===== config.mk =====
export PLATFORM = sky130hd
export DESIGN_NAME = smc_dev_flat
export DESIGN_NICKNAME = d
export VERILOG_FILES = /design/src/rtl/smc_pkg.sv /design/src/rtl/smc_link_if.sv /design/src/rtl/smc_dev.sv /design/src/flat_wrapper.sv
export SDC_FILE = /design/constraint.sdc
export NUM_CORES = 1
export LEC_CHECK = 0
export ABC_AREA = 1
export BUFFER_PORTS_ARGS = -buffer_cell sky130_fd_sc_hd__buf_2
export CORE_AREA = 2 2 430 432
export CTS_CLUSTER_DIAMETER = 30
export DETAILED_ROUTE_END_ITERATION = 16
export DIE_AREA = 0 0 432 434
export GPL_ROUTABILITY_DRIVEN = 0
export SYNTH_ARGS = -nofsm -noshare
export SYNTH_HDL_FRONTEND = slang
export SYNTH_SLANG_ARGS = --single-unit

===== constraint.sdc =====
create_clock -name ref_clk -period 1.7 [get_ports ref_clk]
set_input_delay 0.34 -clock ref_clk [delete_from_list [all_inputs] [get_ports ref_clk]]
set_output_delay 0.34 -clock ref_clk [all_outputs]
set_load 0.01 [all_outputs]

===== src/rtl/smc_pkg.sv =====
package smc_pkg;

   // Word layout: kind code above a 24-bit payload
   localparam int KIND_W  = 8;
   localparam int PAY_W   = 24;
   localparam int WORD_W  = KIND_W + PAY_W;
   localparam int WIDE_W  = 32;        // Internal width after sign extension
   localparam int TICK_W  = 23;        // Unsigned tick count bits 0..22
   localparam int DIR_BIT = 23;        // Direction bit, 1 = backward
   localparam int SIGN_BIT = PAY_W - 1;

   // Measurement kind codes
   localparam logic [KIND_W-1:0] KIND_NONE       = 8'h00;
   localparam logic [KIND_W-1:0] KIND_GYRO_Z     = 8'h05;
   localparam logic [KIND_W-1:0] KIND_WHEEL_RL   = 8'h08;
   localparam logic [KIND_W-1:0] KIND_WHEEL_RR   = 8'h09;
   localparam logic [KIND_W-1:0] KIND_SPEED_TICK = 8'h0a;
   localparam logic [KIND_W-1:0] KIND_SPEED      = 8'h0b;
   localparam logic [KIND_W-1:0] KIND_GYRO_TEMP  = 8'h0c;
   localparam logic [KIND_W-1:0] KIND_GYRO_Y     = 8'h0d;
   localparam logic [KIND_W-1:0] KIND_GYRO_X     = 8'h0e;
   localparam logic [KIND_W-1:0] KIND_ACC_X      = 8'h10;
   localparam logic [KIND_W-1:0] KIND_ACC_Y      = 8'h11;
   localparam logic [KIND_W-1:0] KIND_ACC_Z      = 8'h12;

   // Raw sample set: acc x,y,z, gyro x,y,z, temperature
   localparam int            RAW_COUNT = 7;
   localparam int            RAW_IDX_W = 3;
   localparam logic [RAW_IDX_W-1:0] RAW_LAST_IDX = 3'h6;
   localparam int            TICK_SRC  = 3;  // Rear-left, rear-right, single
   localparam int            AXES      = 6;  // Compensated rate x,y,z, accel x,y,z
   localparam int            ANGLES    = 3;  // Roll, pitch, heading

   // Two-entry output buffer
   localparam int BUF_DEPTH = 2;
   localparam int BUF_CNT_W = 2;

   // Host register map (APB, byte addresses)
   localparam int              APB_AW    = 12;
   localparam logic [APB_AW-1:0] REG_TX   = 12'h000;
   localparam logic [APB_AW-1:0] REG_RX   = 12'h004;
   localparam logic [APB_AW-1:0] REG_STAT = 12'h008;
   localparam logic [APB_AW-1:0] REG_RXSX = 12'h00c;
   localparam int STAT_RX_FULL = 0;
   localparam int STAT_RX_LAST = 1;
   localparam int STAT_TX_BUSY = 2;
   localparam logic [WORD_W-1:0] WORD_RESET = 32'h0000_0000;

   typedef enum logic [0:0] {
      RAW_IDLE = 1'b0,
      RAW_SEND = 1'b1
   } smc_raw_state_type;

   // Kind code of each raw slot
   function automatic logic [KIND_W-1:0] raw_kind(input logic [RAW_IDX_W-1:0] idx);
      case (idx)
         3'h0:    raw_kind = KIND_ACC_X;
         3'h1:    raw_kind = KIND_ACC_Y;
         3'h2:    raw_kind = KIND_ACC_Z;
         3'h3:    raw_kind = KIND_GYRO_X;
         3'h4:    raw_kind = KIND_GYRO_Y;
         3'h5:    raw_kind = KIND_GYRO_Z;
         3'h6:    raw_kind = KIND_GYRO_TEMP;
         default: raw_kind = KIND_NONE;
      endcase
   endfunction : raw_kind

   // Two's complement widening of a payload
   function automatic logic [WIDE_W-1:0] sign_extend(input logic [PAY_W-1:0] p);
      sign_extend = {{(WIDE_W - PAY_W){p[SIGN_BIT]}}, p};
   endfunction : sign_extend

endpackage : smc_pkg


===== src/rtl/smc_link_if.sv =====
`timescale 1ns/1ps
// Measurement word link: up = device to host, dn = host to device
interface smc_link_if (
   input wire logic ref_clk,
   input wire logic reset_n
);
   logic [smc_pkg::WORD_W-1:0] up_word;   // Device word out
   logic                       up_valid;
   logic                       up_ready;
   logic                       up_last;   // Last word of a raw message
   logic [smc_pkg::WORD_W-1:0] dn_word;   // Host word in
   logic                       dn_valid;
   logic                       dn_ready;

   modport dev  (input ref_clk, reset_n, up_ready, dn_word, dn_valid,
                 output up_word, up_valid, up_last, dn_ready);
   modport host (input ref_clk, reset_n, up_word, up_valid, up_last, dn_ready,
                 output up_ready, dn_word, dn_valid);
endinterface : smc_link_if


===== src/rtl/smc_dev.sv =====
`timescale 1ns/1ps
// Summary of operation
// - Word is kind code plus 24-bit payload
// - Tick payload: count bits 0-22, direction 23
// - Codes 8, 9, 10 mark tick sources
// - Fixed codes for gyro, accel, speed, temperature
// - Link carries samples out, ticks in
// - Each word decoded by its code alone
// - Raw message holds one sample per kind
// - Nonzero rate setting emits at sampling rate
// - Raw output only with directly attached sensors
// - Fusion keeps consuming samples during raw output
// - Dynamics report only compensated axes
// - Attitude angles each carry accuracy estimate
module smc_dev (
   smc_link_if.dev                                                  link,
   input  wire logic                                                ref_clk,
   input  wire logic                                                reset_n,
   input  wire logic [7:0]                                          raw_rate_setting,
   input  wire logic                                                imu_direct,
   input  wire logic                                                sample_strobe,
   input  wire logic [smc_pkg::RAW_COUNT-1:0][smc_pkg::PAY_W-1:0]  imu_sample,
   output logic                                                     fusion_strobe_q,
   output logic [smc_pkg::RAW_COUNT-1:0][smc_pkg::PAY_W-1:0]       fusion_sample_q,
   output logic                                                     raw_active,
   output logic                                                     raw_overrun_q,
   output logic [smc_pkg::TICK_SRC-1:0][smc_pkg::TICK_W-1:0]       tick_count_q,
   output logic [smc_pkg::TICK_SRC-1:0]                             tick_backward_q,
   output logic [smc_pkg::TICK_SRC-1:0]                             tick_strobe_q,
   output logic [smc_pkg::WIDE_W-1:0]                               speed_q,
   output logic                                                     speed_strobe_q,
   input  wire logic                                                dyn_strobe,
   input  wire logic [smc_pkg::AXES-1:0]                            dyn_comp_mask,
   input  wire logic [smc_pkg::AXES-1:0][smc_pkg::PAY_W-1:0]        dyn_value,
   output logic [smc_pkg::AXES-1:0]                                 dyn_avail_q,
   output logic [smc_pkg::AXES-1:0][smc_pkg::PAY_W-1:0]             dyn_value_q,
   input  wire logic                                                att_strobe,
   input  wire logic [smc_pkg::ANGLES-1:0][smc_pkg::PAY_W-1:0]      att_angle,
   input  wire logic [smc_pkg::ANGLES-1:0][smc_pkg::PAY_W-1:0]      att_accuracy,
   output logic                                                     att_valid_q,
   output logic [smc_pkg::ANGLES-1:0][smc_pkg::PAY_W-1:0]           att_angle_q,
   output logic [smc_pkg::ANGLES-1:0][smc_pkg::PAY_W-1:0]           att_accuracy_q
);

   smc_pkg::smc_raw_state_type           state_q;      // Raw sequencer state
   logic [smc_pkg::RAW_IDX_W-1:0]        idx_q;        // Slot being queued
   logic [smc_pkg::RAW_COUNT-1:0][smc_pkg::PAY_W-1:0] snap_q; // Frozen sample set
   logic                                 raw_enable;   // Gate for raw output
   logic                                 push;         // Word enters buffer
   logic                                 pop;          // Word leaves buffer
   logic                                 buf_ready;    // Buffer has a free slot
   logic [smc_pkg::WORD_W-1:0]           push_word;
   logic                                 push_last;
   logic [smc_pkg::BUF_DEPTH-1:0][smc_pkg::WORD_W-1:0] buf_word_q; // Buffer storage
   logic [smc_pkg::BUF_DEPTH-1:0]        buf_last_q;
   logic                                 wr_ptr_q;     // Write slot index
   logic                                 rd_ptr_q;     // Read slot index
   logic [smc_pkg::BUF_CNT_W-1:0]        count_q;      // Words held
   logic [smc_pkg::KIND_W-1:0]           dn_kind;      // Inbound code
   logic [smc_pkg::PAY_W-1:0]            dn_pay;       // Inbound payload

   // Raw output needs a nonzero rate and direct-wired sensors
   assign raw_enable = (raw_rate_setting != 8'h00) && imu_direct;
   assign raw_active = (state_q == smc_pkg::RAW_SEND);

   // Fusion copy runs whatever the raw setting is
   always_ff @(posedge ref_clk or negedge reset_n) begin
      if (!reset_n) begin
         fusion_strobe_q <= 1'b0;
         fusion_sample_q <= '0;
      end else begin
         fusion_strobe_q <= sample_strobe;
         if (sample_strobe) begin
            fusion_sample_q <= imu_sample;
         end
      end
   end

   // Raw sequencer: snapshot, then queue one word per kind
   always_ff @(posedge ref_clk or negedge reset_n) begin
      if (!reset_n) begin
         state_q       <= smc_pkg::RAW_IDLE;
         idx_q         <= '0;
         snap_q        <= '0;
         raw_overrun_q <= 1'b0;
      end else begin
         raw_overrun_q <= 1'b0;
         case (state_q)
            smc_pkg::RAW_IDLE: begin
               if (sample_strobe && raw_enable) begin
                  snap_q  <= imu_sample;
                  idx_q   <= '0;
                  state_q <= smc_pkg::RAW_SEND;
               end
            end
            smc_pkg::RAW_SEND: begin
               // A sample during a stalled message is skipped, not mixed in
               if (sample_strobe) begin
                  raw_overrun_q <= 1'b1;
               end
               if (push) begin
                  if (idx_q == smc_pkg::RAW_LAST_IDX) begin
                     state_q <= smc_pkg::RAW_IDLE;
                  end else begin
                     idx_q <= idx_q + 3'h1;
                  end
               end
            end
            default: begin
               state_q <= smc_pkg::RAW_IDLE;
            end
         endcase
      end
   end

   // Each slot tagged with its own kind code
   assign push_word = {smc_pkg::raw_kind(idx_q), snap_q[idx_q]};
   assign push_last = (idx_q == smc_pkg::RAW_LAST_IDX);
   assign push      = raw_active && buf_ready;
   assign pop       = link.up_valid && link.up_ready;
   assign buf_ready = (count_q != 2'h2);

   // Buffer storage, one entry per slot
   generate
      for (genvar e = 0; e < smc_pkg::BUF_DEPTH; e++) begin : g_buf
         always_ff @(posedge ref_clk or negedge reset_n) begin
            if (!reset_n) begin
               buf_word_q[e] <= smc_pkg::WORD_RESET;
               buf_last_q[e] <= 1'b0;
            end else if (push && (wr_ptr_q == 1'(e))) begin
               buf_word_q[e] <= push_word;
               buf_last_q[e] <= push_last;
            end
         end
      end
   endgenerate

   // Buffer pointers; a host stall backs up into the sequencer
   always_ff @(posedge ref_clk or negedge reset_n) begin
      if (!reset_n) begin
         wr_ptr_q <= 1'b0;
         rd_ptr_q <= 1'b0;
         count_q  <= '0;
      end else begin
         if (push) begin
            wr_ptr_q <= ~wr_ptr_q;
         end
         if (pop) begin
            rd_ptr_q <= ~rd_ptr_q;
         end
         case ({push, pop})
            2'b10:   count_q <= count_q + 2'h1;
            2'b01:   count_q <= count_q - 2'h1;
            default: count_q <= count_q;
         endcase
      end
   end

   // Outbound side of the link
   assign link.up_valid = (count_q != 2'h0);
   assign link.up_word  = buf_word_q[rd_ptr_q];
   assign link.up_last  = buf_last_q[rd_ptr_q];

   // Inbound words are always accepted
   assign link.dn_ready = 1'b1;
   assign dn_kind = link.dn_word[smc_pkg::WORD_W-1:smc_pkg::PAY_W];
   assign dn_pay  = link.dn_word[smc_pkg::PAY_W-1:0];

   // Inbound decode by code; empty and unknown codes are dropped
   always_ff @(posedge ref_clk or negedge reset_n) begin
      if (!reset_n) begin
         tick_count_q    <= '0;
         tick_backward_q <= '0;
         tick_strobe_q   <= '0;
         speed_q         <= '0;
         speed_strobe_q  <= 1'b0;
      end else begin
         tick_strobe_q  <= '0;
         speed_strobe_q <= 1'b0;
         if (link.dn_valid) begin
            case (dn_kind)
               smc_pkg::KIND_WHEEL_RL, smc_pkg::KIND_WHEEL_RR,
               smc_pkg::KIND_SPEED_TICK: begin
                  // Codes 8..10 map to slots 0..2
                  tick_count_q[dn_kind[1:0]]    <= dn_pay[smc_pkg::TICK_W-1:0];
                  tick_backward_q[dn_kind[1:0]] <= dn_pay[smc_pkg::DIR_BIT];
                  tick_strobe_q[dn_kind[1:0]]   <= 1'b1;
               end
               smc_pkg::KIND_SPEED: begin
                  speed_q        <= smc_pkg::sign_extend(dn_pay);
                  speed_strobe_q <= 1'b1;
               end
               default: begin
                  // Code zero carries nothing
                  speed_strobe_q <= 1'b0;
               end
            endcase
         end
      end
   end

   // Dynamics: uncompensated axes shown unavailable and zeroed
   always_ff @(posedge ref_clk or negedge reset_n) begin
      if (!reset_n) begin
         dyn_avail_q <= '0;
         dyn_value_q <= '0;
      end else if (dyn_strobe) begin
         dyn_avail_q <= dyn_comp_mask;
         for (int a = 0; a < smc_pkg::AXES; a++) begin
            dyn_value_q[a] <= dyn_comp_mask[a] ? dyn_value[a] : '0;
         end
      end
   end

   // Attitude: angles and accuracies latched together
   always_ff @(posedge ref_clk or negedge reset_n) begin
      if (!reset_n) begin
         att_valid_q    <= 1'b0;
         att_angle_q    <= '0;
         att_accuracy_q <= '0;
      end else begin
         att_valid_q <= att_strobe;
         if (att_strobe) begin
            att_angle_q    <= att_angle;
            att_accuracy_q <= att_accuracy;
         end
      end
   end

endmodule : smc_dev


===== src/flat_wrapper.sv =====
// flat-port wrapper written by rule: the top's interface ports become plain ports
module smc_dev_flat 
  (ref_clk, reset_n, raw_rate_setting, imu_direct, sample_strobe, imu_sample, fusion_strobe_q, fusion_sample_q, raw_active, raw_overrun_q, tick_count_q, tick_backward_q, tick_strobe_q, speed_q, speed_strobe_q, dyn_strobe, dyn_comp_mask, dyn_value, dyn_avail_q, dyn_value_q, att_strobe, att_angle, att_accuracy, att_valid_q, att_angle_q, att_accuracy_q, link_up_ready, link_dn_word, link_dn_valid, link_up_word, link_up_valid, link_up_last, link_dn_ready);
  smc_link_if link_i (.ref_clk(ref_clk), .reset_n(reset_n));
  input  wire logic ref_clk;
  input  wire logic reset_n;
  input  wire logic [7:0] raw_rate_setting;
  input  wire logic imu_direct;
  input  wire logic sample_strobe;
  input  wire logic [smc_pkg::RAW_COUNT-1:0][smc_pkg::PAY_W-1:0] imu_sample;
  output logic fusion_strobe_q;
  output logic [smc_pkg::RAW_COUNT-1:0][smc_pkg::PAY_W-1:0] fusion_sample_q;
  output logic raw_active;
  output logic raw_overrun_q;
  output logic [smc_pkg::TICK_SRC-1:0][smc_pkg::TICK_W-1:0] tick_count_q;
  output logic [smc_pkg::TICK_SRC-1:0] tick_backward_q;
  output logic [smc_pkg::TICK_SRC-1:0] tick_strobe_q;
  output logic [smc_pkg::WIDE_W-1:0] speed_q;
  output logic speed_strobe_q;
  input  wire logic dyn_strobe;
  input  wire logic [smc_pkg::AXES-1:0] dyn_comp_mask;
  input  wire logic [smc_pkg::AXES-1:0][smc_pkg::PAY_W-1:0] dyn_value;
  output logic [smc_pkg::AXES-1:0] dyn_avail_q;
  output logic [smc_pkg::AXES-1:0][smc_pkg::PAY_W-1:0] dyn_value_q;
  input  wire logic att_strobe;
  input  wire logic [smc_pkg::ANGLES-1:0][smc_pkg::PAY_W-1:0] att_angle;
  input  wire logic [smc_pkg::ANGLES-1:0][smc_pkg::PAY_W-1:0] att_accuracy;
  output logic att_valid_q;
  output logic [smc_pkg::ANGLES-1:0][smc_pkg::PAY_W-1:0] att_angle_q;
  output logic [smc_pkg::ANGLES-1:0][smc_pkg::PAY_W-1:0] att_accuracy_q;
  input wire logic [$bits(link_i.up_ready)-1:0] link_up_ready;
  input wire logic [$bits(link_i.dn_word)-1:0] link_dn_word;
  input wire logic [$bits(link_i.dn_valid)-1:0] link_dn_valid;
  output wire logic [$bits(link_i.up_word)-1:0] link_up_word;
  output wire logic [$bits(link_i.up_valid)-1:0] link_up_valid;
  output wire logic [$bits(link_i.up_last)-1:0] link_up_last;
  output wire logic [$bits(link_i.dn_ready)-1:0] link_dn_ready;
  assign link_i.up_ready = link_up_ready;
  assign link_i.dn_word = link_dn_word;
  assign link_i.dn_valid = link_dn_valid;
  assign link_up_word = link_i.up_word;
  assign link_up_valid = link_i.up_valid;
  assign link_up_last = link_i.up_last;
  assign link_dn_ready = link_i.dn_ready;
  smc_dev u_core (.link(link_i), .ref_clk(ref_clk), .reset_n(reset_n), .raw_rate_setting(raw_rate_setting), .imu_direct(imu_direct), .sample_strobe(sample_strobe), .imu_sample(imu_sample), .fusion_strobe_q(fusion_strobe_q), .fusion_sample_q(fusion_sample_q), .raw_active(raw_active), .raw_overrun_q(raw_overrun_q), .tick_count_q(tick_count_q), .tick_backward_q(tick_backward_q), .tick_strobe_q(tick_strobe_q), .speed_q(speed_q), .speed_strobe_q(speed_strobe_q), .dyn_strobe(dyn_strobe), .dyn_comp_mask(dyn_comp_mask), .dyn_value(dyn_value), .dyn_avail_q(dyn_avail_q), .dyn_value_q(dyn_value_q), .att_strobe(att_strobe), .att_angle(att_angle), .att_accuracy(att_accuracy), .att_valid_q(att_valid_q), .att_angle_q(att_angle_q), .att_accuracy_q(att_accuracy_q));
endmodule

**Word level (Yosys, flattened, before mapping)**

Cells that the tools add are included.

- Register bits: 807
- Input bits: 510
- Output and inout bits: 609
- Logic and storage cells: 122

- Add/subtract/negate cells: 3
- Magnitude comparators: 4
- Equal/unequal tests: 16
- Multiplexer cells: 34
- Bitwise logic cells: 3
- Reductions and logical operators: 16

Operator list:

| operator | number |
|---|---|
| $mux W24 | 7 |
| $bmux W24 S3 | 1 |
| $bwmux W69 | 1 |
| $mux W32 | 2 |
| $demux W23 S2 | 1 |
| $pmux W5 S7 | 1 |
| $eq A8 B4 Y1 const B | 4 |
| $mux W23 | 1 |
| $mux W3 | 5 |
| $mux W1 | 10 |
| $eq A3 B3 Y1 const B | 3 |
| $reduce_bool A8 Y1 | 1 |
| $logic_and A1 B1 Y1 | 7 |
| $eq A3 B2 Y1 const B | 2 |
| $ne A2 B2 Y1 const B | 3 |
| $pmux W3 S2 | 1 |
| $reduce_and A2 Y1 | 3 |
| $lt A3 B4 Y1 const B | 1 |
| $pmux W2 S2 | 1 |
| $reduce_bool A2 Y1 | 2 |
| $add A3 B1 Y3 const B | 1 |
| $bwmux W3 | 1 |
| $eq A3 B1 Y1 const B | 1 |
| $logic_not A3 Y1 | 1 |
| other kinds (13) | 15 |

**Longest topological paths before layout**

Gate-level depths: netlist of run 1.

- Word-level depth: 6
- Mapped depth: 10
- Depth with buffers taken out: 8

**Worst setup path after synthesis of run 1**

OpenSTA, ideal clock, no wires.

- Path kind: register -> register
- Start: reg u_core.idx_q[0] in the netlist's numbering
- End: reg u_core.buf_word_q[26] in the netlist's numbering
- Setup time: 0.126 ns
- Arrival: 1.526 ns
- Required time: 1.574 ns
- Setup slack: 0.048 ns
- Cell stages (with the launch flop): 11
- Path buffers: 2
- Period minus slack after synthesis: 1.652 ns
- Path through: dfrtp_1 inv_2 buf_2 buf_2 ha_1 nand2_1 inv_1 nor2_1 o21ai_0 nand2_1 o21ai_0

- Word-level cells in the longest chain between the ends: 2
- Elaborated cells between the ends (all ways): 8
- Classes of those cells: eq/ne (6); mux (1); reduce/logical (1)

RTL lines:

| element | line | RTL |
|---|---|---|
| start, declared | smc_dev.sv:46 | `logic [smc_pkg::RAW_IDX_W-1:0] idx_q;` |
| start signal, assigned | smc_dev.sv:105 | `idx_q <= idx_q + 3'h1;` |
| $eq A3 B3 Y1, or another cell as far along | smc_pkg.sv:56 | `case (idx)` |
| $pmux W5 S7 * | smc_pkg.sv:56 |  |
| end signal, assigned by index | smc_dev.sv:128 | `buf_word_q[e] <= smc_pkg::WORD_RESET;` |
| end signal, assigned by index | smc_dev.sv:131 | `buf_word_q[e] <= push_word;` |
| end, declared | smc_dev.sv:54 | `logic [smc_pkg::BUF_DEPTH-1:0][smc_pkg::WORD_W-1:0] buf_word_q;` |

Every way passes the cells marked *; elsewhere a longest branch is shown, timed or not.
A chain may end at the register's enable or synchronous reset.

**Worst setup path in the final report of run 1**

- Start: reg u_core.rd_ptr_q
- End: out link_up_word[6]

- Word-level cells in the longest chain between the ends: 2

RTL lines:

| element | line | RTL |
|---|---|---|
| start, declared | smc_dev.sv:57 | `logic rd_ptr_q;` |
| start signal, assigned | smc_dev.sv:149 | `rd_ptr_q <= ~rd_ptr_q;` |
| $mux W32 (not written as such) (2 in series) | smc_dev.sv:161 | `assign link.up_word = buf_word_q[rd_ptr_q];` |
| end, declared | flat_wrapper.sv:34 | `output wire logic [$bits(link_i.up_word)-1:0] link_up_word;` |

No other way between the ends. The select of a mux whose other input is x is not followed.

==> impl_results.md, run 1 <==
* Largest net degree at the start of global routing at 134
* DRT Wirelength at 164000 um
* Slew @ Worst Pin at 0.687 ns
* Yosys top cell area share at 0.606
* Yosys warnings at 0
* GR Util All Layers at 0.161
* Unrepaired setup endpoints after global routing: true
* F_max at 456 MHz
* Maximum VDD drop at 0.000918 V
* Via density per instance at 4.21
* Synth unique cells at 30
* Gate Count Post-Synth at 3508
* Pwr/cell area at 1480 nW/um^2
* CP endpoint kind: primary output
* #FFs+latches synth at 801
* Max Fanout on Critical Path at 15
* Sequential power share at 0.284
* Core Footprint at 182000 um^2
* Ys async rst share at 1.00
* Reg2reg path depth at 4
* Worst setup margin at -0.495 ns
* Int Pwr at 0.0600 W
* 1st-iter DRT viols at 2668
* CTS tree: done
* Number of global-route vias before repair at 35300
* Initial DRT Pass Iterations at 6
* Initial antenna violation count at 34
* H-tree levels at 4
* Final setup fails at 194
* Synth top area cells: dfrtp_1, nand2_1, nand3_1
* Status: finished, violations left
* Clock share of power at 0.456
* First-pass GRT wire length at 225000 um
* Nets at 6150
* Die X-Extent at 432 um
* Grt ovf at 0
* CP Cell Sequence: inv_4, buf_12, nand2_1, nand2_2, buf_6
* Clk sinks at 801
* Sequential area share after synthesis at 0.606
* Leak Pwr at 29.7 nW
* Min cycle time layout at 2.19 ns
* Vias at 34600
* Crit path launch type: register
* Total power at 0.0893 W
* P_sw at 0.0293 W
* Critical Path RT at 1.36 ns
* Failing checks: negative setup slack
* Dpl ws at 0.0690 ns
* Worst Path Arrival at 1.85 ns
* Worst-skew pair later-pin latency at 0.82 ns
* Final Cycle Share at 1.29
* Biggest cell delay along the critical path at 0.45 ns
* Top Ports at 1119
* Post-DP HPWL at 109000 um
* Worst path slowest cell: dfrtp_2
* Worst rel slew slack at 0.542
* Root Driver: clkbuf_16
* PortBufs at 1114
* Max_cap viols at 0
* Post-synthesis cell type with the largest combined area: dfrtp_1
* Antenna Nets Post-Route at 0
* Reg2Reg Launch Point: u_core.dyn_value_q[50]
* Max Root-Sink Buffers at 3
* Hold Vio Cnt, Final at 0
* Chip Height at 434 um
* Initial Utilization at 0.181
* Cell area after synthesis at 33100 um^2
* Top_reg_cell synth: dfrtp_1
* Avg Cell Area, Syn at 9.42 um^2
* Pins Over Slew Limit at 0
* Area Growth Syn to Fin at 82.6%
* Reg2Reg Capture Point: u_core.dyn_value_q[50]
* Clock transition at the registers of the reported paths at 0.05 ns
* Comb pwr share at 0.260
* Drt drc at 0
* Switch share at 0.328
* Die area at 187000 um^2
* Layout cells sized above 1 at 0.358
* R2R setup slack at 0.08 ns
* Min-delay worst type: primary input to async pin
* Core Rows at 157
* Number of enable flip-flop cells after synthesis at 0
* Crit Path Category: register to primary output
* CTS Buf Count at 196
* Final clock skew at 0.0448 ns
* Wire per inst at 20.0 um
==> stage by stage <==
stage	utilization	cells	TNS, ns	hold WS [ns]	area, um^2
2_1_floorplan	-	3510	0	0.0444	33100
3_3_place_gp	0.230	6912	0	0.366	42000
3_5_place_dp	0.230	6912	0	0.365	42000
4_1_cts	0.321	8041	-62.98	0.00487	58500
5_1_grt	0.331	8200	-51.05	0.0720	60400
6_report	0.331	8205	-17.63	0.0826	60400
==> state kept, by name, summed over array words and instances, names as in the netlist, 2 cells and up <==
signal                  flops
u_core.att_accuracy_q      72
u_core.att_angle_q         72
u_core.buf_last_q           2
u_core.buf_word_q          58
u_core.count_q              2
u_core.dyn_avail_q          6
u_core.dyn_value_q        144
u_core.fusion_sample_q    168
u_core.idx_q                3
u_core.snap_q             168
u_core.speed_q             24
u_core.tick_backward_q      3
u_core.tick_count_q        69
u_core.tick_strobe_q        3
==> cell families after synthesis <==
family	count (synthesis)	synth area share
AO/OA/AOI/OAI	548	0.0842
XOR/XNOR	3	0.000795
adder cells (fa/ha/maj)	6	0.00227
buffers and inverters	738	0.0958
flip-flops	801	0.606
multiplexers	150	0.0511
other	2	0.000227
AND/OR/NAND/NOR	1260	0.159
==> critical path: cells and delay by family (launching register included) <==
family                 cells  cell delay, ns
buffers and inverters      3            0.38
and+or+nand+nor            2            0.21
DFF                        1            0.45
==> per-layer routing <==
layer,vias to the layer above,routed length [um],part of all wire,global-route usage
met4,24,12000,0.073,0.114
met5,-,167,0.0010,0
met2,1700,80100,0.49,0.266
li1,15500,-,-,-
met3,614,12700,0.077,0.0502
met1,16800,59300,0.36,0.175
==> repair_timing <==
item / in CTS / in global routing
endpoints found under the setup margin: 605 / 821
setup buffers: 117 / 145
hold endpoints to repair: 1150 / 0
resized for setup: 473 / 119
gates cloned: 0 / 4
hold buffers: 643 / 0
pin swaps: 3 / 2
==> synthesized netlist by cell type, drive strengths merged, types with 2 or more instances <==
| cell | instances |
|---|---|
| nand3 | 391 |
| dfrtp | 801 |
| clkinv | 2 |
| o21ai | 377 |
| ha | 6 |
| buf | 153 |
| nand2 | 678 |
| a21oi | 171 |
| inv | 508 |
| clkbuf | 75 |
| nor2 | 188 |
| mux2 | 150 |
| conb | 2 |
| xor2 | 2 |
==> worst max-delay path by stage <==
stage	startpoint	endpoint	slack, ns	cells after the start
global placement	u_core.idx_q[0]	u_core.buf_word_q[42]	0.04	7
global route	u_core.rd_ptr_q	link_up_word[9]	-0.61	5
finish	u_core.rd_ptr_q	link_up_word[6]	-0.49	5
CTS	u_core.rd_ptr_q	link_up_word[20]	-0.59	5
floorplan	u_core.idx_q[0]	u_core.buf_word_q[26]	0.05	10
detailed placement	u_core.idx_q[0]	u_core.buf_word_q[10]	0.07	7
==> layout make-up <==
cell class                 count  area, um^2
clock inverter               131        1950
clock buffer                 238        5330
tap                         2385        2980
sequential                   801       20100
fill                       17800      122000
timing repair buffer        2154       18100
inverter                     510        1930
multi-input combinational   1971        9960
antenna                       15        37.5
==> power by group through the flow <==
stage / clock [W] / combinational, W / sequential [W]
floorplan: 0 / 0.00924 / 0.0252
global placement: 0 / 0.0189 / 0.0252
detailed placement: 0 / 0.0190 / 0.0253
CTS: 0.0412 / 0.0222 / 0.0252
global route: 0.0424 / 0.0254 / 0.0257
finish: 0.0407 / 0.0232 / 0.0254
==> layout by cell type, fill, tap and decap left out, drive strengths merged, types with 6 or more instances in the layout <==
| master | Yosys | layout |
|---|---|---|
| inv | 508 | 534 |
| ha | 6 | 6 |
| nand2 | 678 | 678 |
| nor2 | 188 | 188 |
| bufinv | 0 | 31 |
| mux2 | 150 | 150 |
| clkinvlp | 0 | 17 |
| clkbuf | 75 | 242 |
| buf | 153 | 1507 |
| diode | 0 | 15 |
| dlygate4sd3 | 0 | 643 |
| o21ai | 377 | 377 |
| clkinv | 2 | 59 |
| dfrtp | 801 | 801 |
| nand3 | 391 | 391 |
| a21oi | 171 | 171 |
(Power assumes the default switching activity.)
==> run 2, diff against run 1 <==
--- a/config.mk
+++ b/config.mk
@@ -7,10 +7,10 @@
 export LEC_CHECK = 0
 export ABC_AREA = 1
 export BUFFER_PORTS_ARGS = -buffer_cell sky130_fd_sc_hd__buf_2
-export CORE_AREA = 2 2 430 432
+export CORE_AREA = 2 2 438 440
 export CTS_CLUSTER_DIAMETER = 30
 export DETAILED_ROUTE_END_ITERATION = 16
-export DIE_AREA = 0 0 432 434
+export DIE_AREA = 0 0 440 442
 export GPL_ROUTABILITY_DRIVEN = 0
 export SYNTH_ARGS = -nofsm -noshare
 export SYNTH_HDL_FRONTEND = slang
==> run 2 against run 1 <==
- the flow still finishes with violations (negative setup slack)
- highest routed layer unchanged
- clock skew is 0.024 ns higher
- fmax is 3.8% lower
- register-to-register slack worse by 0.17 ns
- critical path depth is 1 higher
==> impl_results.md, run 2 (synthesis results as in run 1) <==
* Fin cells at 8377
* DP Area at 42400 um^2
* Layout Cell Area excl Fill at 62000 um^2
* CP Cell Sequence: clkinv_4, buf_12, buf_16, nand2_2, nand2_2, buf_6
* Crit Path Category: register to primary output
* Area occupied by multi-input gates at 10600 um^2
* Hold Vio Cnt, Final at 0
* Core Footprint at 190000 um^2
* Worst rel slew slack at 0.605
* Core Rows at 160
* 1st-iter DRT viols at 2895
* Drt drc at 0
* Chip Height at 442 um
* DRT Wirelength at 179000 um
* Antenna Nets Post-Route at 0
* Status: finished, violations left
* Buffers & Inverters on Critical Path at 4
* Largest net degree at the start of global routing at 87
* Final Cycle Share at 1.34
* H-tree levels at 4
* Final clock skew at 0.0686 ns
* Failing checks: negative setup slack
* Via density per instance at 4.22
* Max Root-Sink Buffers at 3
* Leak Pwr at 30.4 nW
* F_max at 439 MHz
* Maximum VDD drop at 0.000948 V
* Max Fanout on Critical Path at 7
* Initial DRT Pass Iterations at 6
* Worst setup margin at -0.580 ns
* Commonest cells after routing, fill and taps aside: dfrtp_1, buf_2, dlygate4sd3_1, nand2_1, inv_1
* Vias at 35300
* CTS tree: done
* Top Ports at 1119
* Die area at 194000 um^2
* Biggest cell delay along the critical path at 0.43 ns
* PortBufs at 1114
* Final setup fails at 349
* Area Growth Syn to Fin at 87.6%
* Kind of cell adding the most delay to the critical path: buffers and inverters
* Initial antenna violation count at 28
* First-pass GRT wire length at 241000 um
* Post-DP HPWL at 121000 um
* Worst-skew pair later-pin latency at 0.85 ns
* Critical Path RT at 1.36 ns
* Wire per inst at 21.3 um
* Min cycle time layout at 2.28 ns
* Slew @ Worst Pin at 0.591 ns
* Clock transition at the registers of the reported paths at 0.04 ns
* Placed Cells at 7052
* Layout cells sized above 1 at 0.393
* Hold WS at 0.0730 ns
* Total power at 0.0916 W
* CP endpoint kind: primary output
* GR Util All Layers at 0.168
* Number of global-route vias before repair at 35200
* Nets at 6193
* Dpl ws at -0.125 ns
* Cell mode on critical path: nand2_2
* Filler cells at 18400
* Clk sinks at 801
* Grt ovf at 0
* Top Registers: u_core.fusion_sample_q x168, u_core.snap_q x168, u_core.dyn_value_q x144
* Min-delay worst type: primary input to async pin
* CTS Buf Count at 194
* Worst Path Arrival at 1.94 ns
* Pins Over Slew Limit at 0
* Sequential cell area at 20100 um^2
* Root Driver: clkbuf_16
* Initial Utilization at 0.174
* Unrepaired setup endpoints after global routing: true
* Worst path slowest cell: dfrtp_2
* Die X-Extent at 440 um
* Max_cap viols at 0
* Most common cell after layout, fill and taps aside: dfrtp_1
* Pwr/cell area at 1480 nW/um^2
* Crit path launch type: register
==> run 2: cell type report <==
cell class / instances / area share
timing repair buffer: 2197 / 0.307
inverter: 510 / 0.0314
multi-input combinational: 1973 / 0.172
clock buffer: 240 / 0.0859
clock inverter: 120 / 0.0291
tap: 2511 / 0.0507
sequential: 801 / 0.324
antenna: 25 / 0.00101
==> run 2: timing repair <==
action / in CTS / in global routing
endpoints found under the hold margin: 1209 / 1
gates resized for setup: 571 / 311
pin swaps: 16 / 10
setup buffers: 123 / 177
gates cloned: 3 / 32
endpoints found under the setup margin: 690 / 698
hold buffers: 610 / 1
==> run 2: per-stage QoR <==
step	util	TNS (ns)
after global placement	0.224	-2.60
after global routing	0.327	-60.43
after floorplan	-	0
final	0.327	-25.86
after CTS	0.310	-54.74
after detailed placement	0.224	-2.35
==> run 2: path summary, 6_finish.rpt <==
check / start / end / slack [ns] / depth (start not counted)
worst min register to register: u_core.buf_word_q[58] / u_core.buf_word_q[58] / 0.47 / 2
worst max-delay path: u_core.rd_ptr_q / link_up_word[17] / -0.58 / 6
max in group asynchronous: reset_n / u_core.fusion_sample_q[135] / 0.75 / 3
worst max register to register: u_core.raw_active / u_core.snap_q[122] / -0.09 / 7
min in group ref_clk: dyn_comp_mask[0] / u_core.dyn_value_q[3] / 0.07 / 3
worst min-delay path: reset_n / u_core.att_accuracy_q[66] / 0.07 / 2
==> run 2: layer usage <==
layer / wire, um / vias up / GRT usage / share of wire
met5: 98 / - / 0 / 0.00055
met4: 10100 / 14 / 0.0842 / 0.056
met3: 16800 / 600 / 0.0610 / 0.094
met2: 81000 / 1903 / 0.260 / 0.45
met1: 70600 / 17300 / 0.205 / 0.40
li1: - / 15500 / - / -
==> run 2: worst register-to-register path, delay by kind of cell (launching register included) <==
family	cells	cell delay [ns]
buffers and inverters	4	0.62
flip-flops	1	0.39
AO/OA/AOI/OAI	2	0.36
AND/OR/NAND/NOR	1	0.29
==> run 2: power breakdown <==
group          switching (W)  leakage (nW)  internal [W]  total [W]
sequential           0.00296          9.84        0.0229     0.0259
combinational         0.0149          17.1        0.0110     0.0259
clock                 0.0130          3.41        0.0268     0.0398
total                 0.0309          30.4        0.0607     0.0916
